===== src/hdl/card_slot_regs.vh =====
// Constants for the card slot status and control register pair.
// How it works
// - Status bit 7 shows active powered session.
// - Bit 6 flags early answer, read clears.
// - Bit 5 flags mute timeout, read clears.
// - Bit 4 flags overload or overheat, read clears.
// - Bit 3 flags supply supervisor fault, read clears.
// - Bit 2 shows power-down internal clock fallback.
// - Bit 1 flags insertion or extraction, read clears.
// - Bit 0 shows card present level.
// - Control bit 7 forces 1.8 V supply.
// - Control bit 6 connects host and card I/O.
// - Control bits 5:4 select secondary page view.
// - Clock stop set: use low-power clock setting.
// - Clock stop clear: use divider setting.
// - High voltage select with low clear: 5 V.
// - High voltage clear with low clear: 3 V.
// - Start only without faults and with card.
// - Warm reset bit cleared by start or mute.
// - Interrupt low while any event flag set.
`ifndef CARD_SLOT_REGS_VH
`define CARD_SLOT_REGS_VH

// Status view bit positions.
`define STS_ACTIVE_BIT 3'd7
`define STS_EARLY_BIT 3'd6
`define STS_MUTE_BIT 3'd5
`define STS_OVERLOAD_BIT 3'd4
`define STS_SUPPLY_BIT 3'd3
`define STS_CLKFB_BIT 3'd2
`define STS_PRESCHG_BIT 3'd1
`define STS_PRESENT_BIT 3'd0

// Control view bit positions.
`define CTL_LOWV_BIT 3'd7
`define CTL_IOEN_BIT 3'd6
`define CTL_PAGE_HI 3'd5
`define CTL_PAGE_LO 3'd4
`define CTL_CLKSTOP_BIT 3'd3
`define CTL_HIGHV_BIT 3'd2
`define CTL_WARM_BIT 3'd1
`define CTL_START_BIT 3'd0

// Reset values of the two views.
`define STATUS_RESET 8'h08
`define CONTROL_RESET 8'h00

// Supply level codes driven toward the supply regulator.
`define SUPPLY_3V 2'h0
`define SUPPLY_5V 2'h1
`define SUPPLY_1V8 2'h2

// Low-power clock setting codes.
`define LPCLK_STOP_LOW 2'h0
`define LPCLK_STOP_HIGH 2'h1
`define LPCLK_INT_OSC 2'h2

// Card clock half periods in system clock cycles.
`define DIV_HALF_1 8'h01
`define DIV_HALF_2 8'h02
`define DIV_HALF_4 8'h04
`define DIV_HALF_5 8'h05
`define DIV_HALF_INTOSC 8'h08

`endif


===== src/hdl/card_slot_status_control_reg.v =====
// Primary status and control register of one main card slot.
`timescale 1ns/1ps
`default_nettype none
`include "card_slot_regs.vh"
module card_slot_status_control_reg (
    input wire clk_sys,                 // System clock, 200 MHz.
    input wire rst_n,                   // Synchronous reset, active low.
    input wire regWrite,                // One-cycle pulse: control byte written.
    input wire [7:0] regWriteData,      // Byte written to the control view.
    input wire statusReadDone,          // One-cycle pulse: status byte fully sent.
    input wire cardPresent,             // Debounced card presence level.
    input wire earlyAnswerEvent,        // Card answered too early during answer.
    input wire muteEvent,               // Card did not answer in time.
    input wire overloadEvent,           // Overload or overheat detected.
    input wire supplyFaultEvent,        // Supply supervisor fault pulse.
    input wire startBitDetected,        // Start bit seen on the card line.
    input wire [1:0] lowpowerClockSetting, // Clock choice for power-down.
    input wire [1:0] clockDividerSetting,  // Clock choice for normal running.
    input wire hostIoIn,                // Level on the host I/O line.
    input wire cardIoIn,                // Level on the card I/O line.
    output reg [7:0] statusByte,        // Status view presented to the bus.
    output reg interruptRequest_n,      // Interrupt, active low.
    output reg [1:0] supplyLevel,       // Card supply level code.
    output reg supplyOn,                // Card supply switched on.
    output reg [1:0] pageViewSelect,    // Secondary page view choice.
    output reg warmResetActive,         // Warm reset in progress.
    output reg coldStartPulse,          // One-cycle start of activation.
    output reg deactivatePulse,         // One-cycle start of deactivation.
    output reg cardClock,               // Card clock pin.
    output reg hostIoOut,               // Host I/O drive value.
    output reg hostIoOe,                // Host I/O driven when high.
    output reg cardIoOut,               // Card I/O drive value.
    output reg cardIoOe                 // Card I/O driven when high.
);
    // Control view storage; the status view never shares these bits.
    reg lowVoltageSel_reg;    // 1.8 V select.
    reg highVoltageSel_reg;   // 5 V versus 3 V select.
    reg ioPassEnable_reg;     // I/O pass-through enable.
    reg [1:0] pageView_reg;   // Secondary page view.
    reg clockStopApply_reg;   // Low-power clock choice in force.
    reg warmReset_reg;        // Warm reset request.
    reg start_reg;            // Session start bit.
    reg active_reg;           // Card powered in a session.
    reg presentDly_reg;       // Presence one cycle ago for edge detection.
    reg active_next;          // Next session state.

    wire earlyFlag;      // Early answer flag.
    wire muteFlag;       // Mute flag.
    wire overloadFlag;   // Overload flag.
    wire supplyFlag;     // Supply fault flag.
    wire presChgFlag;    // Presence change flag.
    wire clockFallback;  // Fallback clock in use.
    wire cardClockInt;   // Clock from the generator.

    // Presence edge in either direction.
    wire presenceEdge = cardPresent ^ presentDly_reg;

    // Start is refused unless the slot is healthy and a card is seated.
    wire startAllowed = !supplyFlag && !overloadFlag && cardPresent;

    // Writes carrying start set while idle and allowed.
    wire startAccept = regWrite && regWriteData[`CTL_START_BIT] && !start_reg
        && startAllowed;
    // Writes carrying start clear while a session runs.
    wire stopAccept = regWrite && !regWriteData[`CTL_START_BIT] && start_reg;

    // A session also ends on its own when the card leaves or a fault trips.
    wire forcedStop = start_reg && (!cardPresent || overloadEvent || supplyFaultEvent);

    // Clear only once the whole status byte has gone out.
    wire readClear = statusReadDone;

    // Read-clear flags; the set input wins over a clear in the same cycle.
    sticky_flag #(.RESET_VALUE(1'b0)) uEarly (
        .clk_sys(clk_sys),
        .rst_n(rst_n),
        .setEvent(earlyAnswerEvent && active_reg),
        .clearReq(readClear),
        .flag_reg(earlyFlag)
    );

    sticky_flag #(.RESET_VALUE(1'b0)) uMute (
        .clk_sys(clk_sys),
        .rst_n(rst_n),
        .setEvent(muteEvent && active_reg),
        .clearReq(readClear),
        .flag_reg(muteFlag)
    );

    sticky_flag #(.RESET_VALUE(1'b0)) uOverload (
        .clk_sys(clk_sys),
        .rst_n(rst_n),
        .setEvent(overloadEvent && active_reg),
        .clearReq(readClear),
        .flag_reg(overloadFlag)
    );

    // The supply flag comes up set after reset, as the supervisor has just released.
    sticky_flag #(.RESET_VALUE(1'b1)) uSupply (
        .clk_sys(clk_sys),
        .rst_n(rst_n),
        .setEvent(supplyFaultEvent),
        .clearReq(readClear),
        .flag_reg(supplyFlag)
    );

    sticky_flag #(.RESET_VALUE(1'b0)) uPresChg (
        .clk_sys(clk_sys),
        .rst_n(rst_n),
        .setEvent(presenceEdge),
        .clearReq(readClear),
        .flag_reg(presChgFlag)
    );

    // Card clock: low-power setting when stopped, divider otherwise.
    card_clock_gen uClock (
        .clk_sys(clk_sys),
        .rst_n(rst_n),
        .clockStopApply(clockStopApply_reg),
        .lowpowerSetting(lowpowerClockSetting),
        .dividerSetting(clockDividerSetting),
        .enable(active_reg),
        .cardClock_reg(cardClockInt),
        .fallback_reg(clockFallback)
    );

    // Session state follows accepted starts, stops and forced stops.
    always @* begin
        active_next = active_reg;
        if (startAccept) begin
            active_next = 1'b1;
        end else if (stopAccept || forcedStop) begin
            active_next = 1'b0;
        end
    end

    // Control view writes; status flags are untouched by any write.
    always @(posedge clk_sys) begin
        if (!rst_n) begin
            lowVoltageSel_reg <= 1'b0;
            highVoltageSel_reg <= 1'b0;
            ioPassEnable_reg <= 1'b0;
            pageView_reg <= 2'h0;
            clockStopApply_reg <= 1'b0;
            warmReset_reg <= 1'b0;
            start_reg <= 1'b0;
            active_reg <= 1'b0;
            presentDly_reg <= 1'b0;
        end else begin
            presentDly_reg <= cardPresent;
            active_reg <= active_next;
            if (regWrite) begin
                ioPassEnable_reg <= regWriteData[`CTL_IOEN_BIT];
                pageView_reg <= regWriteData[`CTL_PAGE_HI:`CTL_PAGE_LO];
                clockStopApply_reg <= regWriteData[`CTL_CLKSTOP_BIT];
                // The supply choice is frozen while a session runs.
                if (!start_reg) begin
                    lowVoltageSel_reg <= regWriteData[`CTL_LOWV_BIT];
                    highVoltageSel_reg <= regWriteData[`CTL_HIGHV_BIT];
                end
            end
            // Start bit stored only when accepted; cleared on any stop.
            if (startAccept) begin
                start_reg <= 1'b1;
            end else if (stopAccept || forcedStop) begin
                start_reg <= 1'b0;
            end
            // Warm reset: hardware clear beats a simultaneous set request.
            if (startBitDetected || muteEvent || !active_reg) begin
                warmReset_reg <= 1'b0;
            end else if (regWrite && regWriteData[`CTL_WARM_BIT]) begin
                warmReset_reg <= 1'b1;
            end
        end
    end

    // Registered outputs toward the bus, the regulator and the card.
    always @(posedge clk_sys) begin
        if (!rst_n) begin
            statusByte <= `STATUS_RESET;
            interruptRequest_n <= 1'b1;
            supplyLevel <= `SUPPLY_3V;
            supplyOn <= 1'b0;
            pageViewSelect <= 2'h0;
            warmResetActive <= 1'b0;
            coldStartPulse <= 1'b0;
            deactivatePulse <= 1'b0;
            cardClock <= 1'b0;
        end else begin
            // Status view built from live state and sticky flags.
            statusByte[`STS_ACTIVE_BIT] <= active_reg;
            statusByte[`STS_EARLY_BIT] <= earlyFlag;
            statusByte[`STS_MUTE_BIT] <= muteFlag;
            statusByte[`STS_OVERLOAD_BIT] <= overloadFlag;
            statusByte[`STS_SUPPLY_BIT] <= supplyFlag;
            statusByte[`STS_CLKFB_BIT] <= clockFallback;
            statusByte[`STS_PRESCHG_BIT] <= presChgFlag;
            statusByte[`STS_PRESENT_BIT] <= cardPresent;
            // Interrupt asserted while any event flag waits to be read.
            interruptRequest_n <= !(presChgFlag || supplyFlag || overloadFlag
                || muteFlag || earlyFlag);
            // Low voltage select overrides the high voltage select.
            if (lowVoltageSel_reg) begin
                supplyLevel <= `SUPPLY_1V8;
            end else if (highVoltageSel_reg) begin
                supplyLevel <= `SUPPLY_5V;
            end else begin
                supplyLevel <= `SUPPLY_3V;
            end
            supplyOn <= active_reg;
            pageViewSelect <= pageView_reg;
            warmResetActive <= warmReset_reg;
            coldStartPulse <= startAccept;
            deactivatePulse <= stopAccept || forcedStop;
            cardClock <= cardClockInt;
        end
    end

    // Half-duplex pass-through: a low on one side is copied as a drive low
    // on the other, unless this side is itself the one being driven. With
    // pass-through off both ends float and rely on their pull-ups.
    always @(posedge clk_sys) begin
        if (!rst_n) begin
            hostIoOut <= 1'b0;
            hostIoOe <= 1'b0;
            cardIoOut <= 1'b0;
            cardIoOe <= 1'b0;
        end else if (ioPassEnable_reg) begin
            cardIoOe <= !hostIoIn && !hostIoOe;
            hostIoOe <= !cardIoIn && !cardIoOe;
            cardIoOut <= 1'b0;
            hostIoOut <= 1'b0;
        end else begin
            cardIoOe <= 1'b0;
            hostIoOe <= 1'b0;
            cardIoOut <= 1'b0;
            hostIoOut <= 1'b0;
        end
    end
endmodule // card_slot_status_control_reg
`default_nettype wire


===== src/hdl/sticky_flag.v =====
// Sticky event flag whose set wins over a simultaneous clear.
`timescale 1ns/1ps
`default_nettype none
module sticky_flag #(
    parameter RESET_VALUE = 1'b0
) (
    input wire clk_sys,  // System clock.
    input wire rst_n,    // Synchronous reset, active low.
    input wire setEvent, // One-cycle event that raises the flag.
    input wire clearReq, // Clear after a completed status read.
    output reg flag_reg  // Current flag value.
);
    // A clear never hides an event of the same cycle, so no event is lost.
    always @(posedge clk_sys) begin
        if (!rst_n) begin
            flag_reg <= RESET_VALUE;
        end else if (setEvent) begin
            flag_reg <= 1'b1;
        end else if (clearReq) begin
            flag_reg <= 1'b0;
        end
    end
endmodule // sticky_flag
`default_nettype wire


===== src/hdl/card_clock_gen.v =====
// Card clock generator: divided clock, stopped level or fallback clock.
`timescale 1ns/1ps
`default_nettype none
`include "card_slot_regs.vh"
module card_clock_gen (
    input wire clk_sys,              // System clock.
    input wire rst_n,                // Synchronous reset, active low.
    input wire clockStopApply,       // Use low-power setting when high.
    input wire [1:0] lowpowerSetting, // Low-power clock choice.
    input wire [1:0] dividerSetting, // Divider choice for normal running.
    input wire enable,               // Slot active; clock held low otherwise.
    output reg cardClock_reg,        // Card clock output.
    output reg fallback_reg          // Internal oscillator clock in use.
);
    reg [7:0] halfCount_reg; // Counts system cycles within a half period.
    reg [7:0] halfLimit;     // Half period for the current choice.
    reg running;             // Clock toggles rather than holds.
    reg holdLevel;           // Level held while stopped.

    // Pick the divider and the stop level from the current settings.
    always @* begin
        halfLimit = `DIV_HALF_1;
        running = enable;
        holdLevel = 1'b0;
        if (clockStopApply) begin
            case (lowpowerSetting)
                `LPCLK_STOP_HIGH: begin
                    running = 1'b0;
                    holdLevel = 1'b1;
                end
                `LPCLK_INT_OSC: halfLimit = `DIV_HALF_INTOSC;
                default: running = 1'b0;
            endcase
        end else begin
            case (dividerSetting)
                2'h1: halfLimit = `DIV_HALF_2;
                2'h2: halfLimit = `DIV_HALF_4;
                2'h3: halfLimit = `DIV_HALF_5;
                default: halfLimit = `DIV_HALF_1;
            endcase
        end
    end

    // Toggle on half-period boundaries so ratio changes land on an edge.
    always @(posedge clk_sys) begin
        if (!rst_n) begin
            halfCount_reg <= 8'h00;
            cardClock_reg <= 1'b0;
            fallback_reg <= 1'b0;
        end else begin
            fallback_reg <= clockStopApply && (lowpowerSetting == `LPCLK_INT_OSC);
            if (!running || !enable) begin
                halfCount_reg <= 8'h00;
                cardClock_reg <= enable ? holdLevel : 1'b0;
            end else if (halfCount_reg + 8'h01 >= halfLimit) begin
                halfCount_reg <= 8'h00;
                cardClock_reg <= ~cardClock_reg;
            end else begin
                halfCount_reg <= halfCount_reg + 8'h01;
            end
        end
    end
endmodule // card_clock_gen
`default_nettype wire


===== config.mk =====
export PLATFORM = sky130hd
export DESIGN_NAME = card_slot_status_control_reg
export DESIGN_NICKNAME = d
export VERILOG_FILES = /design/src/hdl/card_slot_status_control_reg.v /design/src/hdl/sticky_flag.v /design/src/hdl/card_clock_gen.v
export VERILOG_INCLUDE_DIRS = /design/src /design/src/hdl
export SDC_FILE = /design/constraint.sdc
export NUM_CORES = 1
export LEC_CHECK = 0
export BUFFER_PORTS_ARGS = -buffer_cell sky130_fd_sc_hd__buf_4
export CAP_MARGIN = 20
export CORE_UTILIZATION = 45
export DETAILED_ROUTE_END_ITERATION = 12
export PLACE_DENSITY = 0.7
export SLEW_MARGIN = 20
export SYNTH_ARGS = -nofsm -noshare
export SYNTH_HDL_FRONTEND = slang
export SYNTH_HIERARCHICAL = 1
export SYNTH_SLANG_ARGS = --single-unit
export TNS_END_PERCENT = 30

===== constraint.sdc =====
create_clock -name clk_sys -period 4.3 [get_ports clk_sys]
set_clock_uncertainty 0.1 [all_clocks]
set_input_delay 0 -clock clk_sys [delete_from_list [all_inputs] [get_ports clk_sys]]
set_output_delay 0 -clock clk_sys [all_outputs]
set_load 0.01 [all_outputs]

==> results.json, run 1 <==
{
  "crit_fanout": 5,
  "utilization_pct": 72.9,
  "critical_path_class": "register to register",
  "place_hpwl_um": 2230,
  "htree_levels": 2,
  "wl_per_cell_um": 12.7,
  "drv_cap": 0,
  "worst_hold_slack_ns": 0.0428,
  "worst_setup_path_start_kind": "register",
  "critPathTopFamily": "simple AND/OR/NAND/NOR gates",
  "r2r_start": "uClock/halfCount_reg[0]",
  "crit_path_frequent_cell": "ha_1",
  "track_usage_pct": 19.7,
  "min_period_over_period_pct": 51.7,
  "max_stage_delay_ns": 0.55,
  "drive_gt1_share_pct": 26.1,
  "cp-startpoint": "uClock/halfCount_reg[0]",
  "path_clk_slew_ns": 0.12,
  "yosysSeqAreaShare_pct": 50.9,
  "hp-start": "regWrite",
  "intPower_w": 0.000652,
  "max_freq_ghz": 0.450,
  "setup_viol": 0,
  "io_buffers": 43,
  "p_sw_w": 0.000170,
  "top_level_ports": 46,
  "synth_flop_cell": "dfxtp_1",
  "rsz0062_at_grt": "false",
  "synth-simple-area-share_pct": 25.7,
  "drc": 0,
  "overflow": 0,
  "netlist_area_mm2": 0.00165,
  "grt_first_pass_wirelength_um": 5990,
  "die_h_um": 62.6,
  "yosys_warnings": 6,
  "cp-end-kind": "register",
  "fin_tns_setup_ns": 0,
  "p_clk_share_pct": 39.8,
  "ir_drop_mv": 0.271,
  "n_antenna_cell": 0,
  "switching_share_pct": 20.7,
  "synth_compound_area_share_pct": 8.40,
  "cts_root_buf": "clkbuf_4",
  "holdCritPathClass": "input port to register",
  "vias": 1329,
  "p_comb_share_pct": 10.6,
  "finalWirelength_um": 3600,
  "cp.required_ns": 4.50,
  "place.gp.congestion": 0.855,
  "dieArea_mm2": 0.00392,
  "cellLeakagePower_nw": 1.13,
  "grt_pass1_vias": 1352,
  "sequentialPowerShare_pct": 49.6,
  "yosysUniqueCellTypes": 35,
  "clockBufferDepth": 2,
  "initial_core_util_pct": 48.4,
  "clk-insertion-delay-late_ns": 0.36,
  "numCtsBuffers": 5,
  "crit_cells": 7,
  "crit_slowest_cell": "or4b_4",
  "row_count": 21,
  "synthCells": 152,
  "dr.pass1.iters": 4,
  "yosys.area_share.adder_pct": 4.54,
  "synth_enable_flop_cells": 0,
  "yosys-mux-area-fraction_pct": 4.24,
  "antenna_found_initial": 0,
  "finalCriticalPeriod_ns": 2.22,
  "hold_depth": 4,
  "cts.sinks": 42,
  "synth_seq_cells": 42,
  "synth-xor-area-share_pct": 2.12,
  "path_cells": "ha_1 -> xor2_1 -> ha_1 -> o21ai_0 -> a21oi_1 -> or4b_4 -> nor2b_1",
  "outcome": "complete, no violations",
  "r2r_cells": 7,
  "maxSlewViolCount": 0,
  "ant_nets": 0,
  "core_mm2": 0.00342,
  "power.density_mw_per_mm2": 330,
  "final_common_cell": "buf_4",
  "post_cts_buffers": 0,
  "instances_no_fill": 284,
  "nFillCells": 255,
  "worst-path-buf-inv": 0,
  "arrival_ns": 2.42,
  "drt_iter0_drc": 46,
  "avgSynthCellArea_um2": 10.9,
  "grt_max_degree": 33,
  "dpl.cell_count": 238,
  "die_x_um": 62.6,
  "area_delta_synth_final_pct": 50.7,
  "nets": 267,
  "via_per_inst": 4.68,
  "final_cell_mix": "buf_4, dfxtp_1, dlygate4sd3_1, and2_1",
  "synth_top_family_by_area": "simple AND/OR/NAND/NOR gates",
  "hold_viol_final": 0,
  "synthArstFlopShare_pct": 0,
  "cts_tree": "yes"
}
-- tightest hold or removal path: stages --
cell	delay (ns)
buf_4	0.16
nand2b_1	0.10
nand3_1	0.14
o21bai_4	0.06
-- cell type report --
cell class	count	area [um2]	share of cell area, %
flip-flops and latches	42	841	33.8
multi-input cells	104	767	30.8
repair buffers	81	703	28.2
clock inverters	2	60.1	2.41
well taps	46	57.6	2.31
clock buffers	6	51.3	2.06
inverters	3	11.3	0.452
-- through the flow --
step / setup WS (ns) / area, um2 / total power [W]
floorplan: 2.31 / 1670 / 0.000448
CTS: 2.06 / 2490 / 0.000824
global placement: 2.23 / 2000 / 0.000476
global route: 1.86 / 2490 / 0.000851
detailed placement: 2.08 / 2000 / 0.000478
finish: 2.08 / 2490 / 0.000822
-- synthesized netlist by cell type (3+ instances only) --
library cell,count,area [um2]
o21a_1,5,37.5
inv_1,3,11.3
mux2i_1,7,70.1
nand3_1,4,20.0
dfxtp_1,42,841
buf_4,4,30.0
nor3_1,4,20.0
nor2b_1,9,56.3
xor2_1,3,26.3
ha_1,6,75.1
and2_1,14,87.6
a21oi_1,3,15.0
nand2b_1,6,37.5
nor2b_4,4,55.1
nand2_1,9,33.8
nor2_1,5,18.8
-- path summary, 6_finish.rpt --
path,end,slack [ns]
max,uClock/halfCount_reg[2],2.08
min,active_reg,0.04
min reg2reg,statusByte[2],0.35
max reg2reg,uClock/halfCount_reg[2],2.08
-- per-layer routing --
metal	track usage, %	wire length, um	vias up
met3	4.93	137	8
met5	0	0	-
li1	-	-	670
met2	35.1	1820	33
met4	7.56	61	0
met1	22.5	1580	618
-- what timing repair did --
| action | CTS | global route |
|---|---|---|
| hold buffers | 38 | 0 |
| hold endpoints to repair | 34 | 0 |
| gates resized for setup | 0 | 0 |
| setup endpoints to repair | 0 | 0 |
-- kinds of logic (layout without fill, tap and decap cells) --
| logic type | Yosys count | in the layout |
|---|---|---|
| AND/OR/NAND/NOR | 66 | 66 |
| flip-flops | 42 | 42 |
| AO/OA/AOI/OAI | 15 | 15 |
| buffers and inverters | 10 | 92 |
| multiplexers | 7 | 7 |
| adder cells (fa/ha/maj) | 6 | 6 |
| XOR/XNOR | 4 | 4 |
| other | 2 | 6 |
-- power groups by stage --
stage / Sequential, W / Combinational [W] / Clock, W
2_1_floorplan: 0.000417 / 0.0000308 / 0
3_3_place_gp: 0.000416 / 0.0000597 / 0
3_5_place_dp: 0.000417 / 0.0000612 / 0
4_1_cts: 0.000408 / 0.0000860 / 0.000330
5_1_grt: 0.000410 / 0.0000949 / 0.000346
6_report: 0.000408 / 0.0000871 / 0.000327
Note: power is estimated with default switching activity, not from simulation.
==> run 2: changes to the inputs <==
--- a/config.mk
+++ b/config.mk
@@ -6,11 +6,12 @@
 export SDC_FILE = /design/constraint.sdc
 export NUM_CORES = 1
 export LEC_CHECK = 0
+export ABC_AREA = 1
 export BUFFER_PORTS_ARGS = -buffer_cell sky130_fd_sc_hd__buf_4
 export CAP_MARGIN = 20
 export CORE_UTILIZATION = 45
 export DETAILED_ROUTE_END_ITERATION = 12
-export PLACE_DENSITY = 0.7
+export PLACE_DENSITY = 0.72
 export SLEW_MARGIN = 20
 export SYNTH_ARGS = -nofsm -noshare
 export SYNTH_HDL_FRONTEND = slang
==> constraint.sdc (replaced) <==
create_clock -name clk_sys -period 1.9 [get_ports clk_sys]
set_clock_uncertainty 0.1 [all_clocks]
set_input_delay 0 -clock clk_sys [delete_from_list [all_inputs] [get_ports clk_sys]]
set_output_delay 0 -clock clk_sys [all_outputs]
set_load 0.01 [all_outputs]
==> results.json, run 2 <==
{
  "post-place-ws_ns": 0.0550,
  "numCtsBuffers": 5,
  "design_power_total_w": 0.00182,
  "place.gp.congestion": 0.796,
  "worst-path-buf-inv": 4,
  "path_cells": "dlygate4sd3_1 -> buf_4 -> nor2_2 -> dlygate4sd3_1 -> nor2_1 -> dlygate4sd3_1",
  "crit_fanout": 1,
  "multi_input_area_um2": 732,
  "synthCells": 241,
  "cts.sinks": 42,
  "utilization_pct": 69.7,
  "grt_pass1_vias": 1592,
  "vias": 1678,
  "grt_first_pass_wirelength_um": 6840,
  "io_buffers": 43,
  "core_mm2": 0.00374,
  "critPathTopFamily": "buffers and inverters",
  "dieArea_mm2": 0.00423,
  "track_usage_pct": 21.5,
  "die_h_um": 65.0,
  "yosys_warnings": 6,
  "regArea_um2": 845,
  "post-synth-top-area-cell": "dfxtp_1",
  "r2r_cells": 11,
  "antenna_found_initial": 0,
  "cp.required_ns": 1.98,
  "die_x_um": 65.0,
  "overflow": 0,
  "initial_core_util_pct": 47.7,
  "netlist_area_mm2": 0.00179,
  "drv_cap": 0,
  "top_level_ports": 46,
  "outcome": "complete, no violations",
  "post_cts_buffers": 0,
  "synth_enable_flop_cells": 0,
  "synth_area_leaders": "dfxtp_1, nand2_1, inv_1",
  "yosysMostFrequentCell": "nand2_1",
  "finalCriticalPeriod_ns": 1.85,
  "dr.pass1.iters": 4,
  "drc": 0,
  "htree_levels": 2,
  "grt_max_degree": 31,
  "yosysUniqueCellTypes": 22,
  "crit_cells": 6,
  "rsz0062_at_grt": "true",
  "crit_path_frequent_cell": "dlygate4sd3_1",
  "via_per_inst": 4.51,
  "row_count": 22,
  "drt_iter0_drc": 119,
  "clockBufferDepth": 2,
  "drive_gt1_share_pct": 23.1,
  "cts_tree": "yes",
  "arrival_ns": 1.93,
  "place_hpwl_um": 2480,
  "yosysSeqAreaShare_pct": 47.1,
  "n_antenna_cell": 0,
  "hold_viol_final": 0,
  "yosys-top-cells-count": "nand2_1, inv_1, dfxtp_1, nor2_1, nand3_1",
  "ant_nets": 0,
  "nFillCells": 311,
  "ir_drop_mv": 0.485,
  "nets": 353,
  "synth_top_cell_area_share_pct": 47.1,
  "final_common_cell": "nand2_1",
  "worst_setup_path_start_kind": "input port",
  "finalWorstSetupSlack_ns": 0.0466,
  "dpl.cell_count": 331,
  "finalWirelength_um": 4150,
  "path_clk_slew_ns": 0.08,
  "max_stage_delay_ns": 0.56,
  "crit_slowest_cell": "dlygate4sd3_1",
  "synth_seq_cells": 42,
  "synthArstFlopShare_pct": 0,
  "avgSynthCellArea_um2": 7.41,
  "cp-end-kind": "register",
  "instances_no_fill": 372,
  "area_delta_synth_final_pct": 46.1,
  "power.density_mw_per_mm2": 697,
  "maxSlewViolCount": 0,
  "hold_depth": 5,
  "critical_path_class": "input port to register",
  "synth_flop_cell": "dfxtp_1",
  "clk-insertion-delay-late_ns": 0.28,
  "min_period_over_period_pct": 97.5,
  "max_freq_ghz": 0.540,
  "final_cell_mix": "nand2_1, inv_1, buf_4, dfxtp_1, dlygate4sd3_1",
  "cellLeakagePower_nw": 1.41,
  "setup_viol": 0,
  "wl_per_cell_um": 11.2,
  "cts_root_buf": "clkbuf_8",
  "holdCritPathClass": "input port to register"
}
[run 2: changes by cell type in the layout (fill, tap and decap cells not counted), sizes merged, moves of 3 or more]
| cell | delta |
|---|---|
| a21oi | +3 |
| and2 | -14 |
| dlygate4sd3 | -6 |
| inv | +50 |
| mux2i | -7 |
| nand2 | +51 |
| nand2b | -6 |
| nand3 | +11 |
| nor2 | +28 |
| nor2b | -13 |
| o21a | -5 |
| o21ai | +8 |
[run 2: area by class of cell]
type | count | share of cell area (%)
Clock buffer | 7 | 2.92
Clock inverter | 1 | 1.15
Inverter | 54 | 7.81
Tap cell | 48 | 2.30
Sequential cell | 42 | 32.4
Timing Repair Buffer | 77 | 25.4
Multi-Input combinational cell | 143 | 28.0
[run 2: kinds of logic after synthesis]
family | Yosys count | synth area share [%]
AOI/OAI and AO/OA | 17 | 5.74
xor gates and xnor gates | 3 | 1.47
adders and majority gates | 6 | 4.20
buffers and inverters | 60 | 13.8
DFF | 42 | 47.1
other | 2 | 0.420
and+or+nand+nor | 111 | 27.3
[run 2: final timing paths]
| check | start | to | slack (ns) |
|---|---|---|---|
| setup / recovery | regWriteData[5] | pageView_reg[1] | 0.05 |
| hold / removal | regWrite | lowVoltageSel_reg | 0.05 |
| setup reg to reg | uClock/halfCount_reg[0] | uClock/halfCount_reg[2] | 0.13 |
| hold reg to reg | uClock/fallback_reg | statusByte[2] | 0.32 |
[run 2: tightest hold or removal path: stages]
cell	delay, ns
buf_4	0.13
nand2_2	0.08
clkinv_2	0.07
nor2_1	0.04
nor2_1	0.08
[run 2: per-stage QoR]
step                TNS, ns  hold slack [ns]  instance area, um2
global placement          0           0.0689                2150
CTS                       0           0.0277                2600
global route         -0.109           0.0598                2610
finish                    0           0.0550                2610
floorplan                 0          -0.0291                1800
detailed placement        0           0.0660                2150
[run 2: routing by layer]
metal / share of wire, % / GRT usage, % / vias up
li1: - / - / 862
met2: 52 / 38.5 / 53
met4: 1.9 / 9.24 / 0
met1: 41 / 24.5 / 757
met3: 4.9 / 4.23 / 6
met5: 0 / 0 / -
[run 2: power by group]
group	leakage (nW)	total [W]	switching (W)	internal, W
clock	0.0524	0.000683	0.000290	0.000393
combinational	1.01	0.000211	0.0000961	0.000115
sequential	0.345	0.000924	0.0000164	0.000908
[run 2: timing repair]
item,CTS,global route
hold buffers,34,0
gates resized for setup,0,9
hold endpoints to repair,33,0
setup endpoints to repair,0,8
